### config.mk
export PLATFORM = sky130hd
export DESIGN_NAME = sprite_overlay
export DESIGN_NICKNAME = d
export VERILOG_FILES = /design/src/pkg/sprite_pkg.sv /design/src/logic/sprite_pixel_mix.sv /design/src/logic/sprite_overlay.sv
export SDC_FILE = /design/constraint.sdc
export NUM_CORES = 1
export LEC_CHECK = 0
export BUFFER_PORTS_ARGS = -buffer_cell sky130_fd_sc_hd__clkbuf_2
export CAP_MARGIN = 30
export CORE_UTILIZATION = 55
export DETAILED_ROUTE_END_ITERATION = 16
export PLACE_DENSITY_LB_ADDON = 0.2
export SLEW_MARGIN = 20
export SYNTH_ARGS = -nofsm -noshare
export SYNTH_HDL_FRONTEND = slang
export SYNTH_SLANG_ARGS = --single-unit
### constraint.sdc
create_clock -name core_clk -period 23.8 [get_ports core_clk]
set_clock_uncertainty 0.1 [all_clocks]
set_input_delay 1.19 -clock core_clk [delete_from_list [all_inputs] [get_ports core_clk]]
set_output_delay 1.19 -clock core_clk [all_outputs]
set_load 0.005 [all_outputs]
### src/pkg/sprite_pkg.sv
// Purpose: shared constants for the hardware cursor sprite overlay
// Assumes: 2-bit sprite codes, 32-bit display memory words
// Notes: none
package sprite_pkg;
	localparam int SPRITE_DIM = 64;
	localparam int COORD_W = 12;
	localparam int MEM_ADDR_W = 22;
	localparam int WORDS_PER_ROW = 4;
	localparam int PIX_PER_WORD = 16;
	localparam int SPRITE_BYTES = 1024;
	localparam int BYTES_PER_WORD = 4;
	localparam logic [1:0] CODE_COLOR0 = 2'h0;
	localparam logic [1:0] CODE_COLOR1 = 2'h1;
	localparam logic [1:0] CODE_CLEAR = 2'h2;
	localparam logic [1:0] CODE_INVERT = 2'h3;
	localparam logic [7:0] COLOR0_VALUE = 8'h00;
	localparam logic [7:0] COLOR1_VALUE = 8'hFF;
endpackage

### src/logic/sprite_pixel_mix.sv
// Purpose: combine one sprite code with one display pixel
// Assumes: inputs from the same clock domain
// Notes: registered output, one cycle latency
`timescale 1ns/1ps
module sprite_pixel_mix #(
	parameter int PIX_W = 8
) (
	input wire logic core_clk,
	input wire logic rst_n,
	input wire logic active,
	input wire logic [1:0] code,
	input wire logic [PIX_W-1:0] pix_in,
	output logic [PIX_W-1:0] pix_out
);
	always_ff @(posedge core_clk or negedge rst_n) begin
		if (!rst_n) begin
			pix_out <= '0;
		end else if (!active) begin
			pix_out <= pix_in;
		end else begin
			unique case (code)
				sprite_pkg::CODE_COLOR0: pix_out <= {PIX_W{sprite_pkg::COLOR0_VALUE[0]}};
				sprite_pkg::CODE_COLOR1: pix_out <= {PIX_W{sprite_pkg::COLOR1_VALUE[0]}};
				sprite_pkg::CODE_CLEAR: pix_out <= pix_in;
				sprite_pkg::CODE_INVERT: pix_out <= ~pix_in;
			endcase
		end
	end
endmodule // sprite_pixel_mix

### src/logic/sprite_overlay.sv
// Purpose: hardware cursor sprite fetched from display memory, merged into pixel stream
// Assumes: pixel stream gives a valid strobe with current screen x/y; memory is same clock
// Notes: a row is fetched while the previous scan line's row is shown
`timescale 1ns/1ps
module sprite_overlay #(
	parameter int PIX_W = 8
) (
	input wire logic core_clk,
	input wire logic resetn,
	input wire logic sprite_enable,
	input wire logic window_select,
	input wire logic [sprite_pkg::COORD_W-1:0] sprite_x_position,
	input wire logic [sprite_pkg::COORD_W-1:0] sprite_y_position,
	input wire logic [5:0] sprite_x_offset,
	input wire logic [5:0] sprite_y_offset,
	input wire logic [6:0] sprite_width,
	input wire logic [6:0] sprite_height,
	input wire logic [sprite_pkg::MEM_ADDR_W-1:0] sprite_start_addr,
	input wire logic pix_valid,
	input wire logic line_start,
	input wire logic [sprite_pkg::COORD_W-1:0] screen_x,
	input wire logic [sprite_pkg::COORD_W-1:0] screen_y,
	input wire logic [PIX_W-1:0] pix_in,
	output logic pix_out_valid,
	output logic [PIX_W-1:0] pix_out,
	output logic mem_req,
	output logic [sprite_pkg::MEM_ADDR_W-1:0] mem_addr,
	input wire logic mem_ack,
	input wire logic [31:0] mem_data,
	output logic sprite_active
);
	localparam int ROW_BITS = sprite_pkg::SPRITE_DIM * 2;
	localparam logic [1:0] LAST_WORD = 2'(sprite_pkg::WORDS_PER_ROW - 1);
	localparam logic [6:0] DIM7 = 7'(sprite_pkg::SPRITE_DIM);
	localparam int WORD_BITS = sprite_pkg::PIX_PER_WORD * 2;
	localparam int ROW_BYTES = sprite_pkg::WORDS_PER_ROW * sprite_pkg::BYTES_PER_WORD;

	typedef enum logic [1:0] {FETCH_IDLE, FETCH_REQ, FETCH_WAIT} fetch_type;

	logic rst_a_reg, rst_n;
	fetch_type fetch_reg;
	logic [1:0] word_reg;
	logic [5:0] fetch_row_reg;
	logic [ROW_BITS-1:0] load_row_reg, show_row_reg;
	logic in_rect, mode_on;
	logic [sprite_pkg::COORD_W-1:0] dx, dy, next_dy;
	logic [5:0] col_idx;
	logic [1:0] code_reg;
	logic active_reg;
	logic [PIX_W-1:0] pix_d_reg;
	logic valid_d_reg;
	logic [2:0] ack_count_reg;

	// Reset release through two flops
	always_ff @(posedge core_clk or negedge resetn) begin
		if (!resetn) begin
			rst_a_reg <= 1'b0;
			rst_n <= 1'b0;
		end else begin
			rst_a_reg <= 1'b1;
			rst_n <= rst_a_reg;
		end
	end

	assign mode_on = sprite_enable && !window_select;

	// Clamp visible size so preset plus size never leaves the buffer
	function automatic logic [6:0] clamp_size(input logic [6:0] sz, input logic [5:0] off);
		logic [6:0] room;
		room = DIM7 - {1'b0, off};
		clamp_size = (sz > room) ? room : sz;
	endfunction

	assign dx = screen_x - sprite_x_position;
	assign dy = screen_y - sprite_y_position;
	assign next_dy = screen_y + 1'b1 - sprite_y_position;
	assign in_rect = mode_on && (screen_x >= sprite_x_position) && (screen_y >= sprite_y_position)
		&& (dx < {5'h00, clamp_size(sprite_width, sprite_x_offset)})
		&& (dy < {5'h00, clamp_size(sprite_height, sprite_y_offset)});
	assign col_idx = 6'(dx) + sprite_x_offset;

	// Row fetch for next line, started at a line start when the sprite is on and that next line falls inside it
	always_ff @(posedge core_clk or negedge rst_n) begin
		if (!rst_n) begin
			fetch_reg <= FETCH_IDLE;
			word_reg <= 2'h0;
			fetch_row_reg <= 6'h00;
		end else begin
			unique case (fetch_reg)
				FETCH_IDLE: begin
					if (line_start && mode_on && screen_y + 1'b1 >= sprite_y_position
						&& next_dy < {5'h00, clamp_size(sprite_height, sprite_y_offset)}) begin
						fetch_row_reg <= 6'(next_dy) + sprite_y_offset;
						word_reg <= 2'h0;
						fetch_reg <= FETCH_REQ;
					end
				end
				FETCH_REQ: fetch_reg <= FETCH_WAIT;
				FETCH_WAIT: begin
					if (mem_ack) begin
						word_reg <= word_reg + 2'h1;
						fetch_reg <= (word_reg == LAST_WORD) ? FETCH_IDLE : FETCH_REQ;
					end
				end
			endcase
		end
	end

	// Request held until the memory answers
	always_ff @(posedge core_clk or negedge rst_n) begin
		if (!rst_n) begin
			mem_req <= 1'b0;
		end else begin
			mem_req <= (fetch_reg == FETCH_REQ) || (fetch_reg == FETCH_WAIT && !mem_ack);
		end
	end

	always_ff @(posedge core_clk or negedge rst_n) begin
		if (!rst_n) begin
			mem_addr <= '0;
		end else if (fetch_reg == FETCH_REQ) begin
			mem_addr <= sprite_start_addr + sprite_pkg::MEM_ADDR_W'(
				({fetch_row_reg, word_reg}) * sprite_pkg::BYTES_PER_WORD);
		end
	end

	// words land in ascending pixel order
	always_ff @(posedge core_clk or negedge rst_n) begin
		if (!rst_n) begin
			load_row_reg <= '0;
		end else if (fetch_reg == FETCH_WAIT && mem_ack) begin
			load_row_reg[word_reg*WORD_BITS +: WORD_BITS] <= mem_data;
		end
	end

	// Swap at line start so the shown row never tears mid-line
	always_ff @(posedge core_clk or negedge rst_n) begin
		if (!rst_n) begin
			show_row_reg <= '0;
		end else if (line_start) begin
			show_row_reg <= load_row_reg;
		end
	end

	always_ff @(posedge core_clk or negedge rst_n) begin
		if (!rst_n) begin
			code_reg <= sprite_pkg::CODE_CLEAR;
		end else begin
			code_reg <= show_row_reg[{col_idx, 1'b0} +: 2];
		end
	end

	always_ff @(posedge core_clk or negedge rst_n) begin
		if (!rst_n) begin
			active_reg <= 1'b0;
		end else begin
			active_reg <= in_rect && pix_valid;
		end
	end

	// Pixel and strobe wait one cycle to line up with the code
	always_ff @(posedge core_clk or negedge rst_n) begin
		if (!rst_n) begin
			pix_d_reg <= '0;
			valid_d_reg <= 1'b0;
		end else begin
			pix_d_reg <= pix_in;
			valid_d_reg <= pix_valid;
		end
	end

	sprite_pixel_mix #(.PIX_W(PIX_W)) mix_inst (
		.core_clk(core_clk),
		.rst_n(rst_n),
		.active(active_reg),
		.code(code_reg),
		.pix_in(pix_d_reg),
		.pix_out(pix_out)
	);

	// Strobe leaves together with the mixed pixel
	always_ff @(posedge core_clk or negedge rst_n) begin
		if (!rst_n) begin
			pix_out_valid <= 1'b0;
		end else begin
			pix_out_valid <= valid_d_reg;
		end
	end

	always_ff @(posedge core_clk or negedge rst_n) begin
		if (!rst_n) begin
			sprite_active <= 1'b0;
		end else begin
			sprite_active <= active_reg;
		end
	end

	// Acknowledge count, only for the row length check
	always_ff @(posedge core_clk or negedge rst_n) begin
		if (!rst_n) begin
			ack_count_reg <= 3'h0;
		end else if (fetch_reg == FETCH_IDLE) begin
			ack_count_reg <= 3'h0;
		end else if (fetch_reg == FETCH_WAIT && mem_ack) begin
			ack_count_reg <= ack_count_reg + 3'h1;
		end
	end

	// Pixel side checks, plus the fetch address range and word step checks
	a_mode_exclusive: assert property (@(posedge core_clk) disable iff (!rst_n)
		window_select |=> !active_reg)
		else $error("sprite active while window selected");
	a_outside_pass: assert property (@(posedge core_clk) disable iff (!rst_n)
		(pix_valid && !in_rect) |-> ##2 (pix_out == $past(pix_in, 2)))
		else $error("pixel changed outside sprite");
	a_invert_code: assert property (@(posedge core_clk) disable iff (!rst_n)
		(active_reg && code_reg == sprite_pkg::CODE_INVERT) |=> (pix_out == ~$past(pix_d_reg)))
		else $error("invert wrong");
	a_color_one: assert property (@(posedge core_clk) disable iff (!rst_n)
		(active_reg && code_reg == sprite_pkg::CODE_COLOR1) |=> (&pix_out))
		else $error("colour one wrong");
	a_color_zero: assert property (@(posedge core_clk) disable iff (!rst_n)
		(active_reg && code_reg == sprite_pkg::CODE_COLOR0) |=> (pix_out == '0))
		else $error("colour zero wrong");
	a_clear_pass: assert property (@(posedge core_clk) disable iff (!rst_n)
		(active_reg && code_reg == sprite_pkg::CODE_CLEAR) |=> (pix_out == $past(pix_d_reg)))
		else $error("transparent wrong");
	a_addr_range: assert property (@(posedge core_clk) disable iff (!rst_n)
		mem_req |-> (mem_addr - sprite_start_addr < sprite_pkg::MEM_ADDR_W'(sprite_pkg::SPRITE_BYTES)))
		else $error("fetch outside sprite area");
	a_word_step: assert property (@(posedge core_clk) disable iff (!rst_n)
		(fetch_reg == FETCH_WAIT && mem_ack && word_reg != LAST_WORD) |=> ##1
		(mem_addr == $past(mem_addr, 2) + sprite_pkg::MEM_ADDR_W'(sprite_pkg::BYTES_PER_WORD)))
		else $error("row words not consecutive");
	a_overlay_on: assert property (@(posedge core_clk) disable iff (!rst_n)
		(pix_valid && in_rect) |-> ##2 sprite_active)
		else $error("sprite not overlaid");
	a_valid_delay: assert property (@(posedge core_clk) disable iff (!rst_n)
		pix_valid |-> ##2 pix_out_valid)
		else $error("pixel strobe lost");
	a_valid_gap: assert property (@(posedge core_clk) disable iff (!rst_n)
		!pix_valid |-> ##2 !pix_out_valid)
		else $error("stray pixel strobe");
	a_disabled_pass: assert property (@(posedge core_clk) disable iff (!rst_n)
		(pix_valid && !sprite_enable) |-> ##2 (pix_out == $past(pix_in, 2) && !sprite_active))
		else $error("pixel changed while sprite off");
	a_window_pass: assert property (@(posedge core_clk) disable iff (!rst_n)
		(pix_valid && window_select) |-> ##2 (pix_out == $past(pix_in, 2)))
		else $error("pixel changed in window mode");
	a_col_inside: assert property (@(posedge core_clk) disable iff (!rst_n)
		in_rect |-> (int'(dx) + int'(sprite_x_offset) < sprite_pkg::SPRITE_DIM))
		else $error("column outside buffer");
	a_row_inside: assert property (@(posedge core_clk) disable iff (!rst_n)
		in_rect |-> (int'(dy) + int'(sprite_y_offset) < sprite_pkg::SPRITE_DIM))
		else $error("row outside buffer");
	a_left_edge: assert property (@(posedge core_clk) disable iff (!rst_n)
		(pix_valid && mode_on && screen_x == sprite_x_position && screen_y == sprite_y_position
		&& sprite_width != 7'h00 && sprite_height != 7'h00) |-> ##2 sprite_active)
		else $error("sprite corner misplaced");

	// Fetch side checks
	a_req_hold: assert property (@(posedge core_clk) disable iff (!rst_n)
		(mem_req && !mem_ack) |=> (mem_req && $stable(mem_addr)))
		else $error("request dropped before answer");
	a_req_drop: assert property (@(posedge core_clk) disable iff (!rst_n)
		(mem_req && mem_ack) |=> !mem_req)
		else $error("request kept after answer");
	a_idle_quiet: assert property (@(posedge core_clk) disable iff (!rst_n)
		(fetch_reg == FETCH_IDLE) |=> !mem_req)
		else $error("stray fetch request");
	a_row_stride: assert property (@(posedge core_clk) disable iff (!rst_n)
		(fetch_reg == FETCH_REQ) |=> (mem_addr == sprite_start_addr + sprite_pkg::MEM_ADDR_W'(
		int'($past(fetch_row_reg)) * ROW_BYTES + int'($past(word_reg)) * sprite_pkg::BYTES_PER_WORD)))
		else $error("rows not back to back");
	a_row_words: assert property (@(posedge core_clk) disable iff (!rst_n)
		(fetch_reg == FETCH_WAIT && mem_ack && word_reg == LAST_WORD)
		|=> (fetch_reg == FETCH_IDLE && ack_count_reg == 3'(sprite_pkg::WORDS_PER_ROW)))
		else $error("row not four words");
	a_fetch_off: assert property (@(posedge core_clk) disable iff (!rst_n)
		(line_start && window_select && fetch_reg == FETCH_IDLE) |=> (fetch_reg == FETCH_IDLE))
		else $error("sprite fetch in window mode");
endmodule // sprite_overlay

Yosys cells after proc, flatten, opt, wreduce, memory -nomap -nowiden:

Index checks and enable logic that the tools add are counted.

* register bits after elaboration: 313
* input port bits: 143
* output and inout bits: 33
* logic and storage cells: 79

* add/subtract/negate cells: 11
* order comparisons: 8
* eq/ne operators: 8
* shift operators: 3
* multiplexer cells: 12
* bitwise operators: 1
* reductions and logical operators: 20

Operators with widths (number)
* bitwise mux 128 bit: 1
* variable shift 32 x 34 -> 128 bit (first input constant): 1
* indexed part select 128 x 8 -> 2 bit: 1
* indexed part select 32 x 34 -> 128 bit: 1
* >= comparator 12 bit: 3
* less-than comparator 12 x 7 -> 1 bit: 3
* subtractor 12 bit: 3
* negation 7 -> 34 bit: 1
* one-hot mux 8 bit (4 select lines): 1
* adder 22 x 10 -> 22 bit: 1
* > comparator 7 bit: 2
* 2-to-1 mux 7 bit: 2
* subtractor 7 x 6 -> 7 bit (first input constant): 2
* adder 12 x 1 -> 12 bit (second input constant): 1
* adder 6 bit: 2
* logical AND 1 bit: 11
* == test 2 bit (second input constant): 4
* 2-to-1 mux 2 bit: 4
* 2-to-1 mux 8 bit: 1
* NOT 8 bit: 1
* one-hot mux 2 bit (3 select lines): 1
* == test 2 x 1 -> 1 bit (second input constant): 2
* logical NOT 2 bit: 2
* inequality test 2 bit (second input constant): 2
* other kinds (8): 10

Longest topological paths before layout:

Gate-level depths: netlist (run 1).

* depth after elaboration: 7
* depth in mapped cells: 22
* depth with buffers taken out: 20

Modules after synthesis:

A second synthesis (run 1) with hierarchy kept.

* cell total of the unflattened synthesis: 1594
* area, all modules: 16736.1 um2

By module, submodules not included
* sprite_overlay: times used 1, cells an instance 1563, area an instance 16378.2 um2, seq. area each 7633.6 um2
* sprite_pixel_mix: times used 1, cells an instance 31, area an instance 357.8 um2, seq. area each 200.2 um2

Worst setup path after synthesis (run 1):

No wires, ideal clock.

* path kind: input to register
* start: in sprite_y_offset[0]
* end: reg fetch_row_reg[0]
* setup time: 128 ps
* data arrival time: 5387 ps
* data required time: 23572 ps
* path slack: 18185 ps
* cell stages on the path: 22
* buffers on the path: 2
* cell sequence: buf_6 -> inv_1 -> ha_1 -> nand2_1 -> or3_1 -> ha_1 -> nand3_1 -> a2111oi_2 -> nor2_1 -> o21ba_2 -> a21oi_4 -> nor2b_1 -> a31oi_1 -> ha_1 -> a2111oi_0 -> nand2_1 -> nor3_1 -> a41oi_1 -> nand3_1 -> nor2b_1 -> buf_2 -> mux2_1

* longest elaborated chain between the ends: 6
* elaborated cells on any way between the ends: 7
* classes of those cells: 2 x add/sub; 2 x order compare; 1 x mux; 2 x reduce/logical

RTL lines
* start, declared: RTL line sprite_overlay.sv:15 `input wire logic [5:0] sprite_y_offset,`
* subtractor 7 x 6 -> 7 bit: RTL line sprite_overlay.sv:70 `room = DIM7 - {1'b0, off};`
* > comparator 7 bit: RTL line sprite_overlay.sv:71 `clamp_size = (sz > room) ? room : sz;`
* 2-to-1 mux 7 bit: RTL line sprite_overlay.sv:71
* less-than comparator 12 x 7 -> 1 bit: RTL line sprite_overlay.sv:92 `&& next_dy < {5'h00, clamp_size(sprite_height, sprite_y_offset)}) begin`
* logical AND 1 bit: RTL line sprite_overlay.sv:92
* AND reduction 2 bit (no line)
* end signal, assigned: RTL line sprite_overlay.sv:93 `fetch_row_reg <= 6'(next_dy) + sprite_y_offset;`
* end, declared: RTL line sprite_overlay.sv:43 `logic [5:0] fetch_row_reg;`

Several ways; a longest one is shown, not always the timed one.
A chain may end at the register's enable or synchronous reset.

Worst setup path in the final report (run 1):

* start: in sprite_y_offset[0]
* end: reg fetch_row_reg[1]

Same word-level chain as after synthesis.

==> flow_summary.yaml, run 1 <==
clock_network:
  cts_tree: "done"
  clkLatencyLatePin_ns: 0.56
  clk_pin_slew_ns: 0.06
  numCtsBuffers: 31
  cts_resized: 0
  htree_num_levels: 1
  cts_hold_buf: 0
  cts.sink_count: 313
  post_cts_buffers: 0
  root_buffer: "clkbuf_16"
  clock_path_buffers: 3
synth:
  synth_common_cells: "323 x nand2_1, 312 x dfrtp_1, 168 x o21ai_0, 134 x mux2_2, 92 x ha_1"
  syn_nets: 1824
  synth_edf_count: 0
  synth_area_leader_cell: "dfrtp_1"
  syn_inst: 1583
  ys_warn_count: 0
  synth_ff_type: "dfrtp_1"
  seq_area_frac_synth: 0.471
  yosys-top-cells-area: "dfrtp_1 47%, mux2_2 9.1%, nand2_1 7.3%, ha_1 6.9%, mux4_2 5.4%"
  synth-seq-cells: 313
  synth.most_common_cell: "nand2_1"
  synthArstFlopShare: 1.00
  syn_avg_cell_area_um2: 10.5
  netlist.area_leader.share: 0.469
  synth_cell_types: 68
  synthesis.area_um2: 16600
setup_path:
  rrSetupSlack_ns: 20.80
  r2r-end: "mem_addr[18]"
  path_depth: 21
  crit_buf_inv: 2
  critPathTopFamily: "compound AO/OA/AOI/OAI gates"
  timing.rr.start: "word_reg[0]"
  worstSetupStartpointType: "input port"
  crit_path_end: "fetch_row_reg[1]"
  reg2reg_depth: 11
  cp-end-kind: "flop"
  critPathLaunch: "sprite_y_offset[0]"
  critPathKind: "in -> reg"
  arrival_ns: 6.48
  critical_path.max_stage_delay_ns: 0.71
  required_ns: 24.13
  crit_slowest_cell: "a2111oi_0"
  path_max_fanout: 10
  crit_chain: "clkbuf_2, inv_1, ha_1, nand2_1, or3_1, ha_1, nand3_1, a2111oi_2, nor2_1, o21ba_2, a21oi_4, nor2b_1, a31oi_1, ha_1, a2111oi_0, nand2_1, nor3_1, a41oi_1, nand3_1, nor2b_1, mux2_1"
  crit_top_cell: "ha_1"
timing:
  fin_crit_ns: 6.15
  finalSetupViolations: 0
  fin_crit_sh: 0.259
  hold_violations: 0
  holdWs_ns: 0.0864
  slew_viol_final: 0
  fmax_ghz: 0.162
  tightest_slew_ns: 0.971
  finalSetupTns_ns: 0
  relSlewSlack: 0.353
  rsz0062_at_grt: "false"
drt:
  drc: 0
  via_per_inst: 5.67
  via_count: 12200
  first_pass_iters: 5
  finalWirelength_um: 37900
  wire_per_inst_um: 17.6
  drt-initial-drc-count: 697
  ant_nets: 0
power_and_ir_drop:
  p_per_area_nw_per_um2: 93.7
  peakVddDrop_v: 0.0000592
  leakage_nw: 9.17
floorplanning:
  die_w_um: 176
  core_um2: 29700
  start_util: 0.560
  dieArea_um2: 30900
  rows: 63
  ios: 176
  die_h_um: 176
final_layout:
  syn2layout_area_growth_pct: 14.2
  drive_gt1_frac: 0.249
  final_nets: 1981
grt:
  grt_pass1_vias: 12300
  grt_max_degree: 164
  grt_antenna_before_repair: 2
  gr-total-overflow: 0
  grt_pass1_wl_um: 62100
  gr-usage-all-layers: 0.251
place:
  io_buffers: 175
  dp_hpwl_um: 26600
  gp_congestion: 0.905
worst_hold_path:
  hp-class: "reg -> async"
job:
  drv_cap: 0
run_status:
  status: "complete, no violations"
==> power by group <==
group | internal [mW] | switching [mW]
registers | 0.695 | 0.0875
clock network | 0.273 | 0.201
logic | 0.241 | 0.283
==> metrics by stage <==
stage | util | power [mW] | cells | setup WS (ns) | instance area, um^2
after floorplan | - | 1.13 | 1583 | 14.33 | 16600
after detailed placement | 0.605 | 1.31 | 2096 | 17.18 | 18000
final | 0.640 | 1.78 | 2155 | 17.65 | 19000
after CTS | 0.638 | 1.79 | 2153 | 17.75 | 19000
after global routing | 0.639 | 1.89 | 2154 | 17.41 | 19000
after global placement | 0.601 | 1.28 | 2090 | 17.38 | 17900
==> how the worst min path moves through the flow <==
stage	endpoint	cells past startpoint
after floorplan	pix_out_valid	0
final	show_row_reg[94]	0
after CTS	pix_out_valid	0
after global routing	show_row_reg[94]	0
after detailed placement	pix_out_valid	0
after global placement	pix_out_valid	0
==> area by class of cell <==
class	instances	area, um^2
timing repair buffer	193	1120
antenna	1	2.50
clock inverter	9	80.1
sequential	313	7840
fill	2398	10700
inverter	67	251
clock buffer	48	910
tap	390	488
multi-input combinational	1134	8320
==> metal layers <==
metal  wire length, um  GRT usage  vias to the layer above  part of all wire
li1                  -          -                     5859                 -
met1             16800      0.342                     5983              0.44
met2             18200      0.416                      304              0.48
met3              1830     0.0379                       77             0.048
met4              1030     0.0725                        2             0.027
met5                 8          0                        -           0.00021
==> placed cells by master (no fill, tap or decap), types with 5 or more instances in the layout <==
master	n
fa_1	6
o21ai_0	168
inv_1	67
clkinv_2	6
mux2i_1	6
clkbuf_2	174
or3_1	5
nor2_1	43
nand2b_1	10
nand4_1	10
clkbuf_8	7
xor2_1	29
and3_1	5
buf_4	11
ha_1	91
clkbuf_16	31
a31oi_1	6
o2111ai_1	5
xnor2_1	31
nand2_1	319
a21oi_1	52
clkbuf_1	10
dfrtp_1	311
o211ai_1	5
nand3_1	16
mux4_2	40
nor3_1	11
mux2_2	134
nor2b_1	15
o31ai_1	5
o21a_1	8
a211oi_1	6
mux2_1	6
a21o_1	25
==> cells by family (layout without fill, tap and decap cells) <==
family          after synthesis  count (layout)  share of synthesized area
mux                         186             186                      0.153
xor+xnor                     60              60                     0.0316
buf+inv                     136             317                     0.0313
flops                       313             313                      0.471
other cells                   1               2                   0.000225
simple gates                460             460                      0.118
compound gates              328             328                      0.119
fa+ha+maj                    99              99                     0.0770
(Power assumes the default switching activity.)
==> inputs of run 2 (changes only) <==
clock period = 6.3 ns   (was 23.8 ns; I/O delays follow)
==> flow_summary.yaml, run 2 (synthesized netlist as in run 1, its figures left out) <==
setup_path:
  cp-end-kind: "flop"
  required_ns: 6.64
  arrival_ns: 5.62
  reg2reg_depth: 11
  worstSetupStartpointType: "input port"
  critPathKind: "in -> reg"
  rrSetupSlack_ns: 3.29
  path_max_fanout: 10
clock_network:
  clk_pin_slew_ns: 0.06
  htree_num_levels: 1
  post_cts_buffers: 0
  cts_tree: "done"
  numCtsBuffers: 31
  clkLatencyLatePin_ns: 0.57
  clock_path_buffers: 3
  root_buffer: "clkbuf_16"
  cts.sink_count: 313
timing:
  finalSetupViolations: 0
  tightest_slew_ns: 0.967
  finalSetupTns_ns: 0
  fin_crit_ns: 5.28
  rsz0062_at_grt: "false"
  holdWs_ns: 0.0167
  relSlewSlack: 0.351
  fin_crit_sh: 0.838
  fmax_ghz: 0.189
  hold_violations: 0
  slew_viol_final: 0
place:
  gp_congestion: 0.889
  io_buffers: 175
  dp_hpwl_um: 26700
worst_hold_path:
  hp-class: "in -> reg"
  hold_depth: 3
floorplanning:
  dieArea_um2: 30900
  core_um2: 29700
  start_util: 0.560
  rows: 63
  die_h_um: 176
  ios: 176
  die_w_um: 176
drt:
  finalWirelength_um: 38400
  via_count: 12400
  first_pass_iters: 5
  drc: 0
  via_per_inst: 5.64
  drt-initial-drc-count: 731
  wire_per_inst_um: 17.4
  ant_nets: 0
power_and_ir_drop:
  peakVddDrop_v: 0.000251
  leakage_nw: 9.38
  p_per_area_nw_per_um2: 345
job:
  drv_cap: 0
grt:
  grt_pass1_wl_um: 62500
  grt_antenna_before_repair: 1
  grt_max_degree: 133
  gr-total-overflow: 0
  gr-usage-all-layers: 0.252
  grt_pass1_vias: 12200
final_layout:
  syn2layout_area_growth_pct: 17.3
  final_cell_mix: "319 x nand2_1, 311 x dfrtp_1, 174 x clkbuf_2"
  final_nets: 2033
  n_antenna_cell: 0
  drive_gt1_frac: 0.244
  layout_commonest_cell: "nand2_1"
run_status:
  status: "complete, no violations"
[run 2: changes by cell type in the layout (fill, tap and decap cells not counted), sizes merged]
cell | previous run | this run
clkbuf | 222 | 217
clkinvlp | 0 | 1
diode | 1 | 0
dlygate4sd3 | 0 | 52
clkinv | 6 | 10
bufinv | 1 | 0
[run 2: path summary, 6_finish.rpt]
kind                                       startpoint                to
worst max-delay path               sprite_y_offset[0]  fetch_row_reg[1]
worst min-delay path            sprite_start_addr[15]      mem_addr[15]
worst max register to register            word_reg[0]      mem_addr[14]
worst min register to register                  rst_n  show_row_reg[30]
max in group asynchronous                       rst_n       mem_addr[2]
min in group asynchronous                       rst_n  show_row_reg[30]
[run 2: area by class of cell]
class / instances / area [um^2]
sequential: 313 / 7840
clock buffer: 43 / 891
timing repair buffer: 245 / 1650
fill: 2336 / 10200
clock inverter: 13 / 81.3
tap: 390 / 488
multi-input combinational: 1134 / 8320
inverter: 67 / 251
[run 2: report_power, final]
| group | switching [mW] | total (mW) | leakage (nW) | internal, mW |
|---|---|---|---|---|
| registers | 0.329 | 2.96 | 4.23 | 2.63 |
| clock network | 0.772 | 1.76 | 0.488 | 0.986 |
| logic | 1.09 | 2.02 | 4.66 | 0.934 |
| total | 2.19 | 6.74 | 9.38 | 4.55 |
[run 2: timing repair]
item                       in CTS  in global routing
hold buffers                   52                  0
setup endpoints to repair       0                  0
hold endpoints to repair      148                  0
gates resized for setup         0                  0
[run 2: worst max-delay path, stage by stage]
cell and delay (ns):
clkbuf_2 0.18, inv_1 0.11, ha_1 0.15, nand2_1 0.08, or3_1 0.34, ha_1 0.39
nand3_1 0.14, a2111oi_2 0.34, nor2_1 0.12, o21ba_2 0.28, a21oi_4 0.25, nor2b_1 0.07
a31oi_1 0.24, ha_1 0.30, a2111oi_0 0.77, nand2_1 0.11, nor3_1 0.17, a41oi_1 0.06
nand3_1 0.16, nor2b_1 0.62, mux2_1 0.39
[run 2: metrics by stage]
stage	util	power (mW)	area [um^2]	setup slack [ns]	std cells
final	0.657	6.74	19500	1.02	2205
after global routing	0.657	7.16	19500	0.536	2205
after CTS	0.656	6.78	19500	1.07	2204
after detailed placement	0.605	4.97	18000	0.486	2096
after global placement	0.602	4.86	17900	0.713	2090
after floorplan	-	4.28	16600	1.08	1583
[run 2: metal layers]
layer	wire [um]	global-route usage
met1	17500	0.354
met2	18500	0.419
met3	1700	0.0303
met4	704	0.0594
met5	13	0
==> inputs of run 3 (changes only) <==
clock period = 4.9 ns   (was 6.3 ns; I/O delays follow)
==> flow_summary.yaml, run 3 (synthesized netlist as in run 1, its figures left out) <==
floorplanning:
  rows: 63
  start_util: 0.560
  die_w_um: 176
  ios: 176
  die_h_um: 176
  dieArea_um2: 30900
  core_um2: 29700
setup_path:
  reg2reg_depth: 11
  cp-end-kind: "flop"
  crit_slowest_cell: "a2111oi_0"
  required_ns: 5.23
  timing.rr.start: "word_reg[0]"
  path_max_fanout: 8
  critPathKind: "in -> reg"
  worstSetupStartpointType: "input port"
  rrSetupSlack_ns: 1.91
  arrival_ns: 4.66
  critical_path.max_stage_delay_ns: 0.40
  r2r-end: "mem_addr[16]"
  critPathTopFamily: "compound AO/OA/AOI/OAI gates"
  crit_buf_inv: 3
  crit_chain: "clkbuf_2, nor2_1, nand2_1, or3_1, ha_1, nand3_1, a2111oi_2, nor2_1, o21ba_2, a21oi_4, nor2b_1, a31oi_1, ha_1, a2111oi_0, buf_4, nand2_1, nor3_1, a41oi_1, nand3_1, nor2b_1, buf_4, mux2_1"
drt:
  wire_per_inst_um: 17.7
  ant_nets: 0
  via_count: 12500
  via_per_inst: 5.66
  finalWirelength_um: 39100
  drc: 0
  drt-initial-drc-count: 743
  first_pass_iters: 5
final_layout:
  syn2layout_area_growth_pct: 17.9
  layout_commonest_cell: "nand2_1"
  drive_gt1_frac: 0.244
  final_nets: 2045
  final_cell_mix: "319 x nand2_1, 311 x dfrtp_1, 174 x clkbuf_2"
place:
  io_buffers: 175
  gp_congestion: 0.899
  dp_slack_ns: 0.0616
  dp_hpwl_um: 27100
clock_network:
  cts_tree: "done"
  clock_path_buffers: 3
  clkLatencyLatePin_ns: 0.56
  cts.sink_count: 313
  clk_pin_slew_ns: 0.06
  numCtsBuffers: 30
  htree_num_levels: 1
  root_buffer: "clkbuf_16"
worst_hold_path:
  min_to: "mem_addr[2]"
  hp-class: "in -> reg"
  hold_start: "sprite_start_addr[2]"
  hold_depth: 3
timing:
  fmax_ghz: 0.230
  finalSetupTns_ns: 0
  relSlewSlack: 0.431
  slew_viol_final: 0
  fin_crit_ns: 4.34
  finalSetupViolations: 0
  setup_ws_ns: 0.561
  rsz0062_at_grt: "false"
  tightest_slew_ns: 0.847
  hold_violations: 0
  fin_crit_sh: 0.886
grt:
  gr-usage-all-layers: 0.258
  grt_max_degree: 196
  gr-total-overflow: 0
  grt_antenna_before_repair: 3
  grt_pass1_wl_um: 63900
  grt_pass1_vias: 12500
power_and_ir_drop:
  p_per_area_nw_per_um2: 440
  peakVddDrop_v: 0.000344
  leakage_nw: 9.43
job:
  drv_cap: 0
run_status:
  status: "complete, no violations"
run 3: area by class of cell:
| cell class | count | area (um^2) |
|---|---|---|
| clock inverter | 7 | 46.3 |
| clock buffer | 43 | 870 |
| inverter | 67 | 251 |
| fill | 2347 | 10100 |
| multi-input combinational | 1134 | 8320 |
| timing repair buffer | 258 | 1800 |
| tap | 390 | 488 |
| sequential | 313 | 7840 |
| antenna | 2 | 5.00 |
run 3: power by group:
group,switching [mW],internal (mW),total (mW)
combinational,1.43,1.23,2.65
clock,0.955,1.22,2.18
sequential,0.430,3.38,3.81
total,2.81,5.83,8.64
run 3: worst min-delay path, delay by kind of cell:
kind	cells	cell delay [ns]
muxes	1	0.15
adders and majority gates	1	0.13
buffers and inverters	1	0.11
run 3: per-layer routing:
layer / vias up / GRT usage / wire length (um)
met1: 6171 / 0.355 / 17500
met5: - / 0 / 10
li1: 5997 / - / -
met2: 300 / 0.437 / 19100
met4: 2 / 0.0572 / 779
met3: 59 / 0.0325 / 1740
run 3: what timing repair did:
action                                  CTS  global route
gates resized for setup                   0             0
hold buffers                             58             0
endpoints found under the setup margin    0             0
hold endpoints to repair                155             0
buffers inserted                          0             0
run 3: through the flow:
stage | area (um^2) | total power, mW | cells | util | hold WS [ns]
after floorplan | 16600 | 5.50 | 1583 | - | -0.151
final | 19600 | 8.64 | 2214 | 0.660 | 0.0278
after global routing | 19600 | 9.19 | 2214 | 0.660 | 0.0244
after CTS | 19600 | 8.68 | 2211 | 0.659 | 0.0204
after detailed placement | 18100 | 6.45 | 2103 | 0.609 | -0.0658
after global placement | 18000 | 6.30 | 2098 | 0.604 | -0.0667
run 3: worst max-delay path by stage:
stage	slack, ns	start	to	depth (start not counted)
6_report	0.56	sprite_y_offset[2]	fetch_row_reg[1]	22
5_1_grt	0.22	sprite_y_offset[2]	fetch_row_reg[1]	22
4_1_cts	0.62	sprite_y_offset[0]	fetch_row_reg[1]	23
3_5_place_dp	0.06	sprite_y_offset[0]	fetch_row_reg[1]	23
3_3_place_gp	0.14	sprite_y_offset[0]	fetch_row_reg[3]	23
2_1_floorplan	0.23	sprite_y_offset[0]	fetch_row_reg[0]	22
